## config.mk

```make
export PLATFORM = sky130hd
export DESIGN_NAME = fpsx_status_unit
export DESIGN_NICKNAME = d
export VERILOG_FILES = /design/src/hdl/fpsx_pkg.sv /design/src/hdl/fpsx_addr_if.sv /design/src/hdl/fpsx_addr_decode.sv /design/src/hdl/fpsx_result_fix.sv /design/src/hdl/fpsx_status_unit.sv
export SDC_FILE = /design/constraint.sdc
export NUM_CORES = 1
export LEC_CHECK = 0
export BUFFER_PORTS_ARGS = -buffer_cell sky130_fd_sc_hd__buf_4
export CORE_AREA = 4 4 152 154
export DETAILED_ROUTE_END_ITERATION = 10
export DIE_AREA = 0 0 156 158
export HOLD_SLACK_MARGIN = 0.05
export PLACE_DENSITY = 0.55
export SLEW_MARGIN = 10
export SYNTH_ARGS = -nofsm -noshare
export SYNTH_HDL_FRONTEND = slang
export SYNTH_SLANG_ARGS = --single-unit
export TNS_END_PERCENT = 20
```

## constraint.sdc

```tcl
create_clock -name clock -period 2.56 [get_ports clock]
set_input_delay 0.128 -clock clock [delete_from_list [all_inputs] [get_ports clock]]
set_output_delay 0.128 -clock clock [all_outputs]
set_load 0.02 [all_outputs]
```

## src/hdl/fpsx_pkg.sv

```systemverilog
// Purpose: Shared constants of the floating status and exception unit
// Assumes: 16-bit processor words, octal figures written as hex here
// Notes: Exception codes are the values software sees in the cause register
package fpsx_pkg;
    // Status word bit positions
    localparam int BIT_ERR = 15;
    localparam int BIT_INHIBIT = 14;
    localparam int BIT_NEGZ_EN = 11;
    localparam int BIT_UNDER_EN = 10;
    localparam int BIT_OVER_EN = 9;
    localparam int BIT_CONV_EN = 8;
    localparam int BIT_WIDE = 7;
    localparam int BIT_LONG = 6;
    localparam int BIT_CHOP = 5;
    localparam int BIT_NEG = 3;
    localparam int BIT_ZERO = 2;
    localparam int BIT_OVER = 1;
    localparam int BIT_CARRY = 0;
    // Writable bits: all but bits 13, 12 and 4
    localparam logic [15:0] STATUS_WMASK = 16'hCFEF;
    localparam logic [15:0] STATUS_RESET = 16'h0000;
    // Exception cause codes
    localparam logic [3:0] CODE_OPCODE = 4'h2;
    localparam logic [3:0] CODE_DIVZERO = 4'h4;
    localparam logic [3:0] CODE_CONVERT = 4'h6;
    localparam logic [3:0] CODE_OVERFLOW = 4'h8;
    localparam logic [3:0] CODE_UNDERFLOW = 4'hA;
    localparam logic [3:0] CODE_NEGZERO = 4'hC;
    localparam logic [3:0] CODE_RESET = 4'h0;
    localparam logic [15:0] ADDR_RESET = 16'h0000;
    // Single trap vector, 244 octal
    localparam logic [15:0] TRAP_VECTOR = 16'h00A4;
    // Exponent correction, 400 octal, applied mod 2**8 only to wrapped exponent
    localparam logic [8:0] EXP_WRAP = 9'h100;
    // Address steps: 4 single, 10 octal double
    localparam logic [15:0] STEP_SINGLE = 16'h0004;
    localparam logic [15:0] STEP_DOUBLE = 16'h0008;
    localparam logic [15:0] STEP_WORD = 16'h0002;
    localparam logic [2:0] MODE_ACC = 3'h0;
    localparam logic [2:0] MODE_AUTOINC = 3'h2;
    localparam logic [2:0] MODE_AUTOINC_DEF = 3'h3;
    localparam logic [2:0] MODE_AUTODEC = 3'h4;
    localparam logic [2:0] MODE_AUTODEC_DEF = 3'h5;
    localparam logic [2:0] ACC_MAX_REG = 3'h5;
    localparam logic [2:0] ACC_MAX_MEM = 3'h3;
    localparam int SHORT_INT_BITS = 16;
    localparam int LONG_INT_BITS = 32;
endpackage

```

## src/hdl/fpsx_addr_if.sv

```systemverilog
// Purpose: Carrier between the top and the operand address decoder
// Assumes: One clock, same domain
// Notes: Purely combinational request and answer
`timescale 1ns/1ps
interface fpsx_addr_if;
    logic [2:0] mode;
    logic [2:0] accSel;
    logic [15:0] regValue;
    logic wideMode;
    logic isAcc;
    logic illegalAcc;
    logic [15:0] effAddr;
    logic [15:0] regUpdate;
    logic regWrite;
    modport top (output mode, accSel, regValue, wideMode,
        input isAcc, illegalAcc, effAddr, regUpdate, regWrite);
    modport dec (input mode, accSel, regValue, wideMode,
        output isAcc, illegalAcc, effAddr, regUpdate, regWrite);
endinterface

```

## src/hdl/fpsx_addr_decode.sv

```systemverilog
// Purpose: Decodes floating operand addressing mode and accumulator legality
// Assumes: Deferred and indexed modes resolved by the core; this gives the pointer
// Notes: Combinational only
`timescale 1ns/1ps
module fpsx_addr_decode (
    fpsx_addr_if.dec bus
);
    logic [15:0] step;
    always_comb begin
        step = bus.wideMode ? fpsx_pkg::STEP_DOUBLE : fpsx_pkg::STEP_SINGLE;
        bus.isAcc = (bus.mode == fpsx_pkg::MODE_ACC);
        // Mode 0 allows AC0..AC5, other modes AC0..AC3
        if (bus.isAcc) begin
            bus.illegalAcc = bus.accSel > fpsx_pkg::ACC_MAX_REG;
        end else begin
            bus.illegalAcc = bus.accSel > fpsx_pkg::ACC_MAX_MEM;
        end
        bus.effAddr = bus.regValue;
        bus.regUpdate = bus.regValue;
        bus.regWrite = 1'b0;
        unique case (bus.mode)
            fpsx_pkg::MODE_AUTOINC: begin
                bus.regUpdate = bus.regValue + step;
                bus.regWrite = 1'b1;
            end
            fpsx_pkg::MODE_AUTOINC_DEF: begin
                bus.regUpdate = bus.regValue + fpsx_pkg::STEP_WORD;
                bus.regWrite = 1'b1;
            end
            fpsx_pkg::MODE_AUTODEC: begin
                bus.regUpdate = bus.regValue - step;
                bus.effAddr = bus.regValue - step;
                bus.regWrite = 1'b1;
            end
            fpsx_pkg::MODE_AUTODEC_DEF: begin
                bus.regUpdate = bus.regValue - fpsx_pkg::STEP_WORD;
                bus.effAddr = bus.regValue - fpsx_pkg::STEP_WORD;
                bus.regWrite = 1'b1;
            end
            default: begin
            end
        endcase
    end
endmodule

```

## src/hdl/fpsx_result_fix.sv

```systemverilog
// Purpose: Adjusts a result exponent and sign for overflow, underflow, conversion
// Assumes: Datapath supplies the 9-bit true biased exponent before wrapping
// Notes: Combinational only
`timescale 1ns/1ps
module fpsx_result_fix (
    input wire logic overflow,
    input wire logic underflow,
    input wire logic convFail,
    input wire logic overEn,
    input wire logic underEn,
    input wire logic [63:0] rawResult,
    input wire logic [8:0] rawExp,
    output logic [63:0] fixedResult,
    output logic forcedZero
);
    logic [8:0] wrapped;
    always_comb begin
        wrapped = rawExp;
        fixedResult = rawResult;
        forcedZero = 1'b0;
        if (convFail) begin
            fixedResult = '0;
            forcedZero = 1'b1;
        end else if (overflow && !overEn) begin
            fixedResult = '0;
            forcedZero = 1'b1;
        end else if (underflow && !underEn) begin
            fixedResult = '0;
            forcedZero = 1'b1;
        end else if (overflow || underflow) begin
            // Keep the low eight exponent bits: off by 400 octal, zero exact
            wrapped = rawExp & ~fpsx_pkg::EXP_WRAP;
            fixedResult = {rawResult[63], wrapped[7:0], rawResult[54:0]};
        end
    end
endmodule

```

## src/hdl/fpsx_status_unit.sv

```systemverilog
// Purpose: Floating status word, exception cause and address, trap request
// Assumes: Core pulses opDone with event flags for each floating operation
// Notes: Results pass through with memory word order most significant first
`timescale 1ns/1ps
module fpsx_status_unit (
    input wire logic clock,
    input wire logic srst,
    input wire logic loadStatus,
    input wire logic [15:0] loadValue,
    input wire logic opDone,
    input wire logic [15:0] instrAddr,
    input wire logic illegalOpcode,
    input wire logic divideByZero,
    input wire logic overflow,
    input wire logic underflow,
    input wire logic isConversion,
    input wire logic [32:0] convMagnitudeBits,
    input wire logic memOperandNegZero,
    input wire logic negZeroCheckOp,
    input wire logic carryOut,
    input wire logic [63:0] rawResult,
    input wire logic [8:0] rawExp,
    input wire logic [2:0] operandMode,
    input wire logic [2:0] accSel,
    input wire logic [15:0] operandReg,
    output logic [15:0] realStatusWord,
    output logic [3:0] exceptionCauseCode,
    output logic [15:0] exceptionInstrAddress,
    output logic trapRequest,
    output logic [15:0] trapVector,
    output logic negZeroPreTrap,
    output logic [63:0] resultOut,
    output logic [15:0] memWord0,
    output logic [15:0] memWord1,
    output logic [15:0] memWord2,
    output logic [15:0] memWord3,
    output logic wideRealMode,
    output logic longIntegerMode,
    output logic chopMode,
    output logic accOperand,
    output logic [15:0] operandAddr,
    output logic [15:0] operandRegNext,
    output logic operandRegWrite
);
    // =========================================================
    // State
    logic [15:0] status_reg;
    logic [3:0] code_reg;
    logic [15:0] addr_reg;
    logic trap_reg;
    logic [63:0] result_reg;

    // =========================================================
    // Operand addressing
    fpsx_addr_if addrBus ();
    assign addrBus.mode = operandMode;
    assign addrBus.accSel = accSel;
    assign addrBus.regValue = operandReg;
    assign addrBus.wideMode = status_reg[fpsx_pkg::BIT_WIDE];
    fpsx_addr_decode u_dec (
        .bus(addrBus)
    );
    assign accOperand = addrBus.isAcc;
    assign operandAddr = addrBus.effAddr;
    assign operandRegNext = addrBus.regUpdate;
    assign operandRegWrite = addrBus.regWrite;

    // =========================================================
    // Exception detection
    logic opErr;
    logic convFail;
    logic negZeroEv;
    logic overEv;
    logic underEv;
    logic convEv;
    logic qualify;
    logic [3:0] causeNext;
    logic [32:0] shortLimitMask;
    logic [32:0] longLimitMask;

    assign opErr = illegalOpcode || addrBus.illegalAcc;
    // Magnitude bits 15 and up (31 and up in long mode) mean the integer does not fit
    assign shortLimitMask = {{(33 - fpsx_pkg::SHORT_INT_BITS + 1){1'b1}},
        {(fpsx_pkg::SHORT_INT_BITS - 1){1'b0}}};
    assign longLimitMask = {{(33 - fpsx_pkg::LONG_INT_BITS + 1){1'b1}},
        {(fpsx_pkg::LONG_INT_BITS - 1){1'b0}}};
    assign convFail = isConversion && |(convMagnitudeBits &
        (status_reg[fpsx_pkg::BIT_LONG] ? longLimitMask : shortLimitMask));
    // Accumulator operands never raise the negative-zero trap
    assign negZeroEv = memOperandNegZero && negZeroCheckOp && !addrBus.isAcc
        && status_reg[fpsx_pkg::BIT_NEGZ_EN];
    assign overEv = overflow && status_reg[fpsx_pkg::BIT_OVER_EN];
    assign underEv = underflow && status_reg[fpsx_pkg::BIT_UNDER_EN];
    assign convEv = convFail && status_reg[fpsx_pkg::BIT_CONV_EN];
    assign qualify = opDone && (opErr || divideByZero || negZeroEv || overEv
        || underEv || convEv);

    always_comb begin
        if (opErr) begin
            causeNext = fpsx_pkg::CODE_OPCODE;
        end else if (negZeroEv) begin
            causeNext = fpsx_pkg::CODE_NEGZERO;
        end else if (divideByZero) begin
            causeNext = fpsx_pkg::CODE_DIVZERO;
        end else if (convEv) begin
            causeNext = fpsx_pkg::CODE_CONVERT;
        end else if (overEv) begin
            causeNext = fpsx_pkg::CODE_OVERFLOW;
        end else begin
            causeNext = fpsx_pkg::CODE_UNDERFLOW;
        end
    end

    // =========================================================
    // Result adjustment
    logic [63:0] fixedResult;
    logic forcedZero;
    fpsx_result_fix u_fix (
        .overflow(overflow),
        .underflow(underflow),
        .convFail(convFail),
        .overEn(status_reg[fpsx_pkg::BIT_OVER_EN]),
        .underEn(status_reg[fpsx_pkg::BIT_UNDER_EN]),
        .rawResult(rawResult),
        .rawExp(rawExp),
        .fixedResult(fixedResult),
        .forcedZero(forcedZero)
    );

    // =========================================================
    // Status word
    logic [15:0] status_next;
    always_comb begin
        status_next = status_reg;
        if (loadStatus) begin
            status_next = loadValue & fpsx_pkg::STATUS_WMASK;
        end else if (opDone && !opErr && !negZeroEv) begin
            status_next[fpsx_pkg::BIT_NEG] = fixedResult[63];
            status_next[fpsx_pkg::BIT_ZERO] = forcedZero || (rawExp[7:0] == 8'h00);
            status_next[fpsx_pkg::BIT_OVER] = overflow;
            status_next[fpsx_pkg::BIT_CARRY] = carryOut && isConversion
                && status_reg[fpsx_pkg::BIT_WIDE];
        end
        // Hardware set wins over a same-cycle load
        if (qualify) begin
            status_next[fpsx_pkg::BIT_ERR] = 1'b1;
        end
    end
    always_ff @(posedge clock) begin
        if (srst) begin
            status_reg <= fpsx_pkg::STATUS_RESET;
        end else begin
            status_reg <= status_next;
        end
    end

    // =========================================================
    // Exception cause and address
    always_ff @(posedge clock) begin
        if (srst) begin
            code_reg <= fpsx_pkg::CODE_RESET;
            addr_reg <= fpsx_pkg::ADDR_RESET;
        end else if (qualify) begin
            code_reg <= causeNext;
            addr_reg <= instrAddr;
        end
    end

    // =========================================================
    // Trap request and result
    always_ff @(posedge clock) begin
        if (srst) begin
            trap_reg <= 1'b0;
        end else begin
            trap_reg <= qualify && !status_reg[fpsx_pkg::BIT_INHIBIT];
        end
    end
    always_ff @(posedge clock) begin
        if (srst) begin
            result_reg <= '0;
        end else if (opDone && !opErr && !negZeroEv) begin
            result_reg <= fixedResult;
        end
    end

    assign realStatusWord = status_reg;
    assign exceptionCauseCode = code_reg;
    assign exceptionInstrAddress = addr_reg;
    assign trapRequest = trap_reg;
    assign trapVector = fpsx_pkg::TRAP_VECTOR;
    assign negZeroPreTrap = negZeroEv;
    assign resultOut = result_reg;
    assign memWord0 = result_reg[63:48];
    assign memWord1 = result_reg[47:32];
    assign memWord2 = result_reg[31:16];
    assign memWord3 = result_reg[15:0];
    assign wideRealMode = status_reg[fpsx_pkg::BIT_WIDE];
    assign longIntegerMode = status_reg[fpsx_pkg::BIT_LONG];
    assign chopMode = status_reg[fpsx_pkg::BIT_CHOP];

    // =========================================================
    // Checks
    chk_err_sticky: assert property (@(posedge clock) disable iff (srst)
        status_reg[fpsx_pkg::BIT_ERR] && !loadStatus |=> status_reg[fpsx_pkg::BIT_ERR])
        else $error("error flag cleared without load");
    chk_err_set: assert property (@(posedge clock) disable iff (srst)
        qualify |=> status_reg[fpsx_pkg::BIT_ERR])
        else $error("error flag not set");
    chk_inhibit_trap: assert property (@(posedge clock) disable iff (srst)
        status_reg[fpsx_pkg::BIT_INHIBIT] |=> !trapRequest)
        else $error("trap while inhibited");
    chk_reserved_zero: assert property (@(posedge clock) disable iff (srst)
        (status_reg & ~fpsx_pkg::STATUS_WMASK) == 16'h0000)
        else $error("reserved bit set");
    chk_addr_hold: assert property (@(posedge clock) disable iff (srst)
        !qualify |=> $stable(exceptionInstrAddress) && $stable(exceptionCauseCode))
        else $error("exception registers changed");
    chk_addr_capture: assert property (@(posedge clock) disable iff (srst)
        qualify |=> exceptionInstrAddress == $past(instrAddr))
        else $error("address not captured");
    chk_acc_trap: assert property (@(posedge clock) disable iff (srst)
        opDone && addrBus.isAcc && accSel > fpsx_pkg::ACC_MAX_REG
        |=> exceptionCauseCode == fpsx_pkg::CODE_OPCODE)
        else $error("bad accumulator not trapped");
    chk_over_zero: assert property (@(posedge clock) disable iff (srst)
        opDone && overflow && !status_reg[fpsx_pkg::BIT_OVER_EN] && !opErr && !negZeroEv
        |=> resultOut == 64'h0000000000000000 && !trapRequest ##0 1)
        else $error("overflow result not zero");
    chk_conv_zero: assert property (@(posedge clock) disable iff (srst)
        opDone && convFail && !opErr && !negZeroEv
        |=> resultOut == 64'h0000000000000000)
        else $error("failed conversion result not zero");
    chk_under_zero: assert property (@(posedge clock) disable iff (srst)
        opDone && underflow && !overflow && !convFail && !opErr && !negZeroEv
        && !status_reg[fpsx_pkg::BIT_UNDER_EN]
        |=> resultOut == 64'h0000000000000000)
        else $error("untrapped underflow result not zero");
    cov_trap: cover property (@(posedge clock) disable iff (srst) trapRequest);
    cov_inhibit: cover property (@(posedge clock) disable iff (srst)
        qualify && status_reg[fpsx_pkg::BIT_INHIBIT]);
    cov_clear: cover property (@(posedge clock) disable iff (srst)
        status_reg[fpsx_pkg::BIT_ERR] ##1 !status_reg[fpsx_pkg::BIT_ERR]);
    cov_negzero: cover property (@(posedge clock) disable iff (srst)
        opDone && negZeroEv);
    cov_wrap: cover property (@(posedge clock) disable iff (srst)
        opDone && (overEv || underEv));
endmodule

```

## Word-level counts from Yosys, hierarchy flattened

Index checks and enable logic that the tools add are counted.

| storage, ports and cells | value |
|---|---|
| bits in read-only memories | 0 |
| flip-flop bits (word level) | 98 |
| output and inout bits | 219 |
| bits in latches | 0 |
| memories kept | 0 |
| RAM bits | 0 |

| operators by class | value |
|---|---|
| muxes and demuxes | 22 |
| reduce and logical (&&, ||, !) cells | 35 |
| bitwise operators | 1 |
| add/subtract/negate cells | 4 |
| eq/ne operators | 4 |
| multipliers | 0 |
| magnitude comparators | 2 |
| shift operators | 0 |
| divide/modulo/power cells | 0 |

Operator list:

| operator | number |
|---|---|
| 2-to-1 mux 64 bit | 3 |
| case mux 16 bit (4 select lines) | 1 |
| 2-to-1 mux 63 bit | 1 |
| AND 33 bit | 1 |
| OR reduction 33 bit | 1 |
| case mux 16 bit (2 select lines) | 1 |
| 2-to-1 mux 31 bit | 1 |
| 2-to-1 mux 4 bit | 7 |
| adder 16 bit | 1 |
| adder 16 x 2 -> 16 bit, second input constant | 1 |
| subtractor 16 bit | 1 |
| subtractor 16 x 2 -> 16 bit, second input constant | 1 |
| logical AND 1 bit | 15 |
| 2-to-1 mux 12 bit | 1 |
| zero test 8 bit | 1 |
| logical OR 1 bit | 8 |
| == test 3 x 2 -> 1 bit, second input constant | 2 |
| == test 3 bit, second input constant | 2 |
| zero test 1 bit | 6 |
| 2-to-1 mux 1 bit | 6 |
| nonzero test 2 bit | 2 |
| OR reduction 4 bit | 1 |
| greater-than comparator 3 x 2 -> 1 bit, second input constant | 1 |
| greater-than comparator 3 bit, second input constant | 1 |
| other kinds (2) | 2 |

## Logic depth before layout (Yosys ltp)

| logic depth | value |
|---|---|
| depth after elaboration | 10 |
| depth in mapped cells | 9 |

## Cells and area by module

From an unflattened synthesis, not the netlist that was laid out.

| unflattened totals | value |
|---|---|
| cell total of the unflattened synthesis | 906 |
| area total of the unflattened synthesis | 6806.5 µm² |

Modules (own cells, without submodules):

| module | cells each | times used | area an instance (µm²) | sequential area each (µm²) |
|---|---|---|---|---|
| fpsx_status_unit | 610 | 1 | 4693.3 | 1941.9 |
| fpsx_addr_decode | 190 | 1 | 1285.0 | 0.0 |
| fpsx_result_fix | 106 | 1 | 828.3 | 0.0 |

## Worst setup path before layout

Ideal clock, no wire load.

| timing path | value |
|---|---|
| path type | register -> output |
| start point | reg status_reg[7] (netlist: realStatusWord[7]) |
| end point | out operandAddr[9] |
| stages on the path, launching flop included | 8 |
| required time | 2.432 ns |
| arrival time | 2.410 ns |
| path slack | 0.022 ns |
| path through | dfxtp_1 -> inv_1 -> ha_1 -> nor2b_1 -> o31ai_1 -> nand2_1 -> or3_1 -> xnor2_1 |

| on the way | value |
|---|---|
| longest elaborated chain between the ends | 3 |

Ends and longest elaborated chain:

| element | line | source |
|---|---|---|
| from (decl) | fpsx_status_unit.sv:47 | `logic [15:0] status_reg;` |
| from (signal assigned) | fpsx_status_unit.sv:151 | `status_reg <= fpsx_pkg::STATUS_RESET;` |
| from (signal assigned) | fpsx_status_unit.sv:153 | `status_reg <= status_next;` |
| 2-to-1 mux 4 bit | fpsx_addr_decode.sv:10 | `step = bus.wideMode ? fpsx_pkg::STEP_DOUBLE : fpsx_pkg::STEP_SINGLE;` |
| subtractor 16 bit | fpsx_addr_decode.sv:32 | `bus.effAddr = bus.regValue - step;` |
| case mux 16 bit (2 select lines) | fpsx_addr_decode.sv:21 | `unique case (bus.mode)` |
| to (decl) | fpsx_status_unit.sv:41 | `output logic [15:0] operandAddr,` |

No other way between the ends.

## Worst setup path in the final report

Same ends and word-level chain as after synthesis.

==> impl_metrics.env <==
export IMPL_cap_violations=0
export IMPL_switching_power_w=0.00112
export IMPL_antenna_found_initial=0
export IMPL_power_w=0.00379
export IMPL_critPathKind="register to output port"
export IMPL_fp_dieH_um=158
export IMPL_critPathRequiredTime_ns=2.43
export IMPL_synth_seq_cells=97
export IMPL_clockPowerShare_pct=35.4
export IMPL_grt_max_degree=64
export IMPL_fin_crit_sh_pct=95.6
export IMPL_finalClockSkew_ns=0.00755
export IMPL_ff2ff_path_depth=6
export IMPL_end_kind="output port"
export IMPL_clk_pin_slew_ns=0.08
export IMPL_yosys_area_share_simple_pct=14.4
export IMPL_hp_class="input port to register"
export IMPL_core_area_mm2=0.0217
export IMPL_gr_total_overflow=0
export IMPL_die_area_mm2=0.0246
export IMPL_drive_gt1_share_pct=42.5
export IMPL_placedCellCount=1105
export IMPL_power_leakage_nw=4.11
export IMPL_tritoncts="done"
export IMPL_synthTopCellsByArea="dfxtp_1 38%, buf_4 13%, a22o_1 9.3%"
export IMPL_status="finished, final reports clean"
export IMPL_synthFlopType="dfxtp_1"
export IMPL_drt_iter0_drc=156
export IMPL_fin_tns_setup_ns=0
export IMPL_syn_cell_area_mm2=0.00516
export IMPL_place_gp_congestion=0.774
export IMPL_via_count=5200
export IMPL_min_period_ns=2.45
export IMPL_yosysTopAreaCellShare_pct=37.6
export IMPL_clock_fmax_ghz=0.409
export IMPL_p_sw_share_pct=29.6
export IMPL_diodes=0
export IMPL_synth_top_cells_by_count="97 x dfxtp_1, 91 x buf_4, 65 x nand2_1"
export IMPL_ios=391
export IMPL_yosys_area_top_type="dfxtp_1"
export IMPL_die_x_um=156
export IMPL_seq_area_mm2=0.00194
export IMPL_path_max_fanout=8
export IMPL_ys_seq_area_share_pct=37.6
export IMPL_drc_errors=0
export IMPL_seqPwrFrac_pct=41.6
export IMPL_wl_per_cell_um=16.5
export IMPL_synth_area_mux_share_pct=6.42
export IMPL_drtAntennaViolNets=0
export IMPL_rrSetupSlack_ns=0.59
export IMPL_cts_buffers=9
export IMPL_syn_to_final_growth_pct=66.4
export IMPL_ir_drop_v=0.000280
export IMPL_nets=1097
export IMPL_synth_avg_cell_area_um2=9.01
export IMPL_cts_sinks=97
export IMPL_power_density_mw_per_mm2=441
export IMPL_min_to="resultOut[57]"
export IMPL_regToRegEndpoint="exceptionInstrAddress[13]"
export IMPL_first_global_vias=5097
export IMPL_max_slew_worst_pin_slew_ns=0.865
export IMPL_slew_viol_final=0
export IMPL_multi_input_area_mm2=0.00243
export IMPL_synth_warning_count=0
export IMPL_slew_headroom_pct=42.2
export IMPL_fin_util_pct=39.6
export IMPL_cts_setup_buffers=0
export IMPL_wl_mm=19.8
export IMPL_pwr_share_comb_pct=23.0
export IMPL_cp_arrival_ns=2.32
export IMPL_via_per_inst=4.33
export IMPL_final_setup_worst_slack_ns=0.113
export IMPL_synth_xor_xnor_area_share_pct=4.24
export IMPL_rows=54
export IMPL_holdPathStages=3
export IMPL_p_int_w=0.00267
export IMPL_synth_edf_count=0
export IMPL_synth_cells=573
export IMPL_track_usage_pct=14.6
export IMPL_numPortBuffers=347
export IMPL_finalHoldViolCount=0
export IMPL_clock_path_buffers=2
export IMPL_synth_compound_area_share_pct=17.1
export IMPL_cts_htree_levels=3
export IMPL_grt_pass1_wl_mm=28.5
export IMPL_synth_most_common_cell="dfxtp_1"
export IMPL_nFillCells=2204
export IMPL_hpwl_mm=15.3
export IMPL_min_from="rawResult[57]"
export IMPL_yosys_area_share_adder_pct=2.23
export IMPL_start_util_pct=23.8
export IMPL_finalNonFillerCells=1202
export IMPL_dr_pass1_iters=4
export IMPL_start_kind="register"
export IMPL_r2r_start="realStatusWord[6]"
export IMPL_synth_cell_types=56
export IMPL_async_flop_share_pct=0
export IMPL_rsz0062_at_grt="yes"
export IMPL_cts_root_buf="clkbuf_16"
export IMPL_clk_latency_ns=0.34
export IMPL_pre_cts_slack_ns=0.165
export IMPL_setup_viol=0
export IMPL_synth_top_family_by_area="buffers and inverters"
[power groups by stage]
stage	sequential, W	combinational, W	clock (W)
3_3_place_gp	0.00161	0.000766	0
3_5_place_dp	0.00161	0.000771	0
6_report	0.00158	0.000871	0.00134
2_1_floorplan	0.00166	0.000362	0
4_1_cts	0.00158	0.000877	0.00140
5_1_grt	0.00158	0.000940	0.00145
[area by class of cell]
class	instances	area share, %
clock inverters	7	0.699
well taps	280	4.08
clock buffers	9	2.62
repair buffers	439	41.0
multi-input cells	354	28.3
flip-flops and latches	97	22.6
inverters	16	0.699
[placed cells by master, fill, tap and decap left out, drive strengths merged, types with 4 or more instances in the layout]
| master | instances |
|---|---|
| buf | 358 |
| dfxtp | 97 |
| dlygate4sd3 | 81 |
| nand2 | 65 |
| a22o | 55 |
| mux2i | 32 |
| nor2 | 30 |
| o21ai | 23 |
| conb | 20 |
| inv | 20 |
| xor2 | 13 |
| xnor2 | 12 |
| nand3 | 11 |
| clkbuf | 9 |
| nor3 | 8 |
| nand2b | 7 |
| nor4 | 6 |
| ha | 6 |
| a31oi | 4 |
| nand4 | 4 |
| a21oi | 4 |
| or3 | 4 |
| a311oi | 4 |
[flip-flops by register name, summed over array words and instances, names as in the netlist]
signal and flops:
realStatusWord 13, exceptionInstrAddress 16, trapRequest 1, resultOut 64
exceptionCauseCode 3
[through the flow]
step	instance area, um2	hold WS [ns]
after floorplan	5230	0.253
after global placement	7440	0.256
after detailed placement	7440	0.256
after CTS	8570	0.0501
after global routing	8590	0.0661
final	8590	0.0622
[logic make-up (layout without fill, tap and decap cells)]
kind of cell    count (synthesis)  after routing
buf+inv                       140            471
compound gates                113            113
simple gates                  155            155
other cells                     2             20
flops                          97             97
fa+ha+maj                       8              8
mux                            33             33
xor+xnor                       25             25
[critical path: stages, from the launching register on]
cell     delay (ns)
dfxtp_1        0.34
inv_2          0.07
ha_1           0.28
nor2b_1        0.14
o31ai_2        0.26
nand2_2        0.19
or3_4          0.39
xnor2_1        0.15
buf_4          0.16
[routing by layer]
layer / wire length (um) / global-route usage [%] / up-vias / share of wire, %
met2: 10300 / 26.6 / 226 / 52
met4: 116 / 2.50 / 0 / 0.59
met3: 1760 / 4.65 / 5 / 8.9
met1: 7610 / 17.1 / 2402 / 38
met5: 0 / 0 / - / 0
li1: - / - / 2567 / -
[what timing repair did]
item	CTS	global route
hold buffers	81	0
gates resized for setup	8	8
endpoints found under the hold margin	81	0
pin swaps	1	4
setup endpoints to repair	9	11
[how the worst max path moves through the flow]
stage                           start                 end  slack (ns)
global placement    realStatusWord[7]  operandRegNext[12]        0.19
CTS                 realStatusWord[7]  operandRegNext[12]        0.01
detailed placement  realStatusWord[7]  operandRegNext[12]        0.17
global route        realStatusWord[7]  operandRegNext[12]       -0.03
floorplan           realStatusWord[7]      operandAddr[9]        0.02
finish              realStatusWord[7]      operandAddr[9]        0.11
Power figures use the tool's default switching activity.
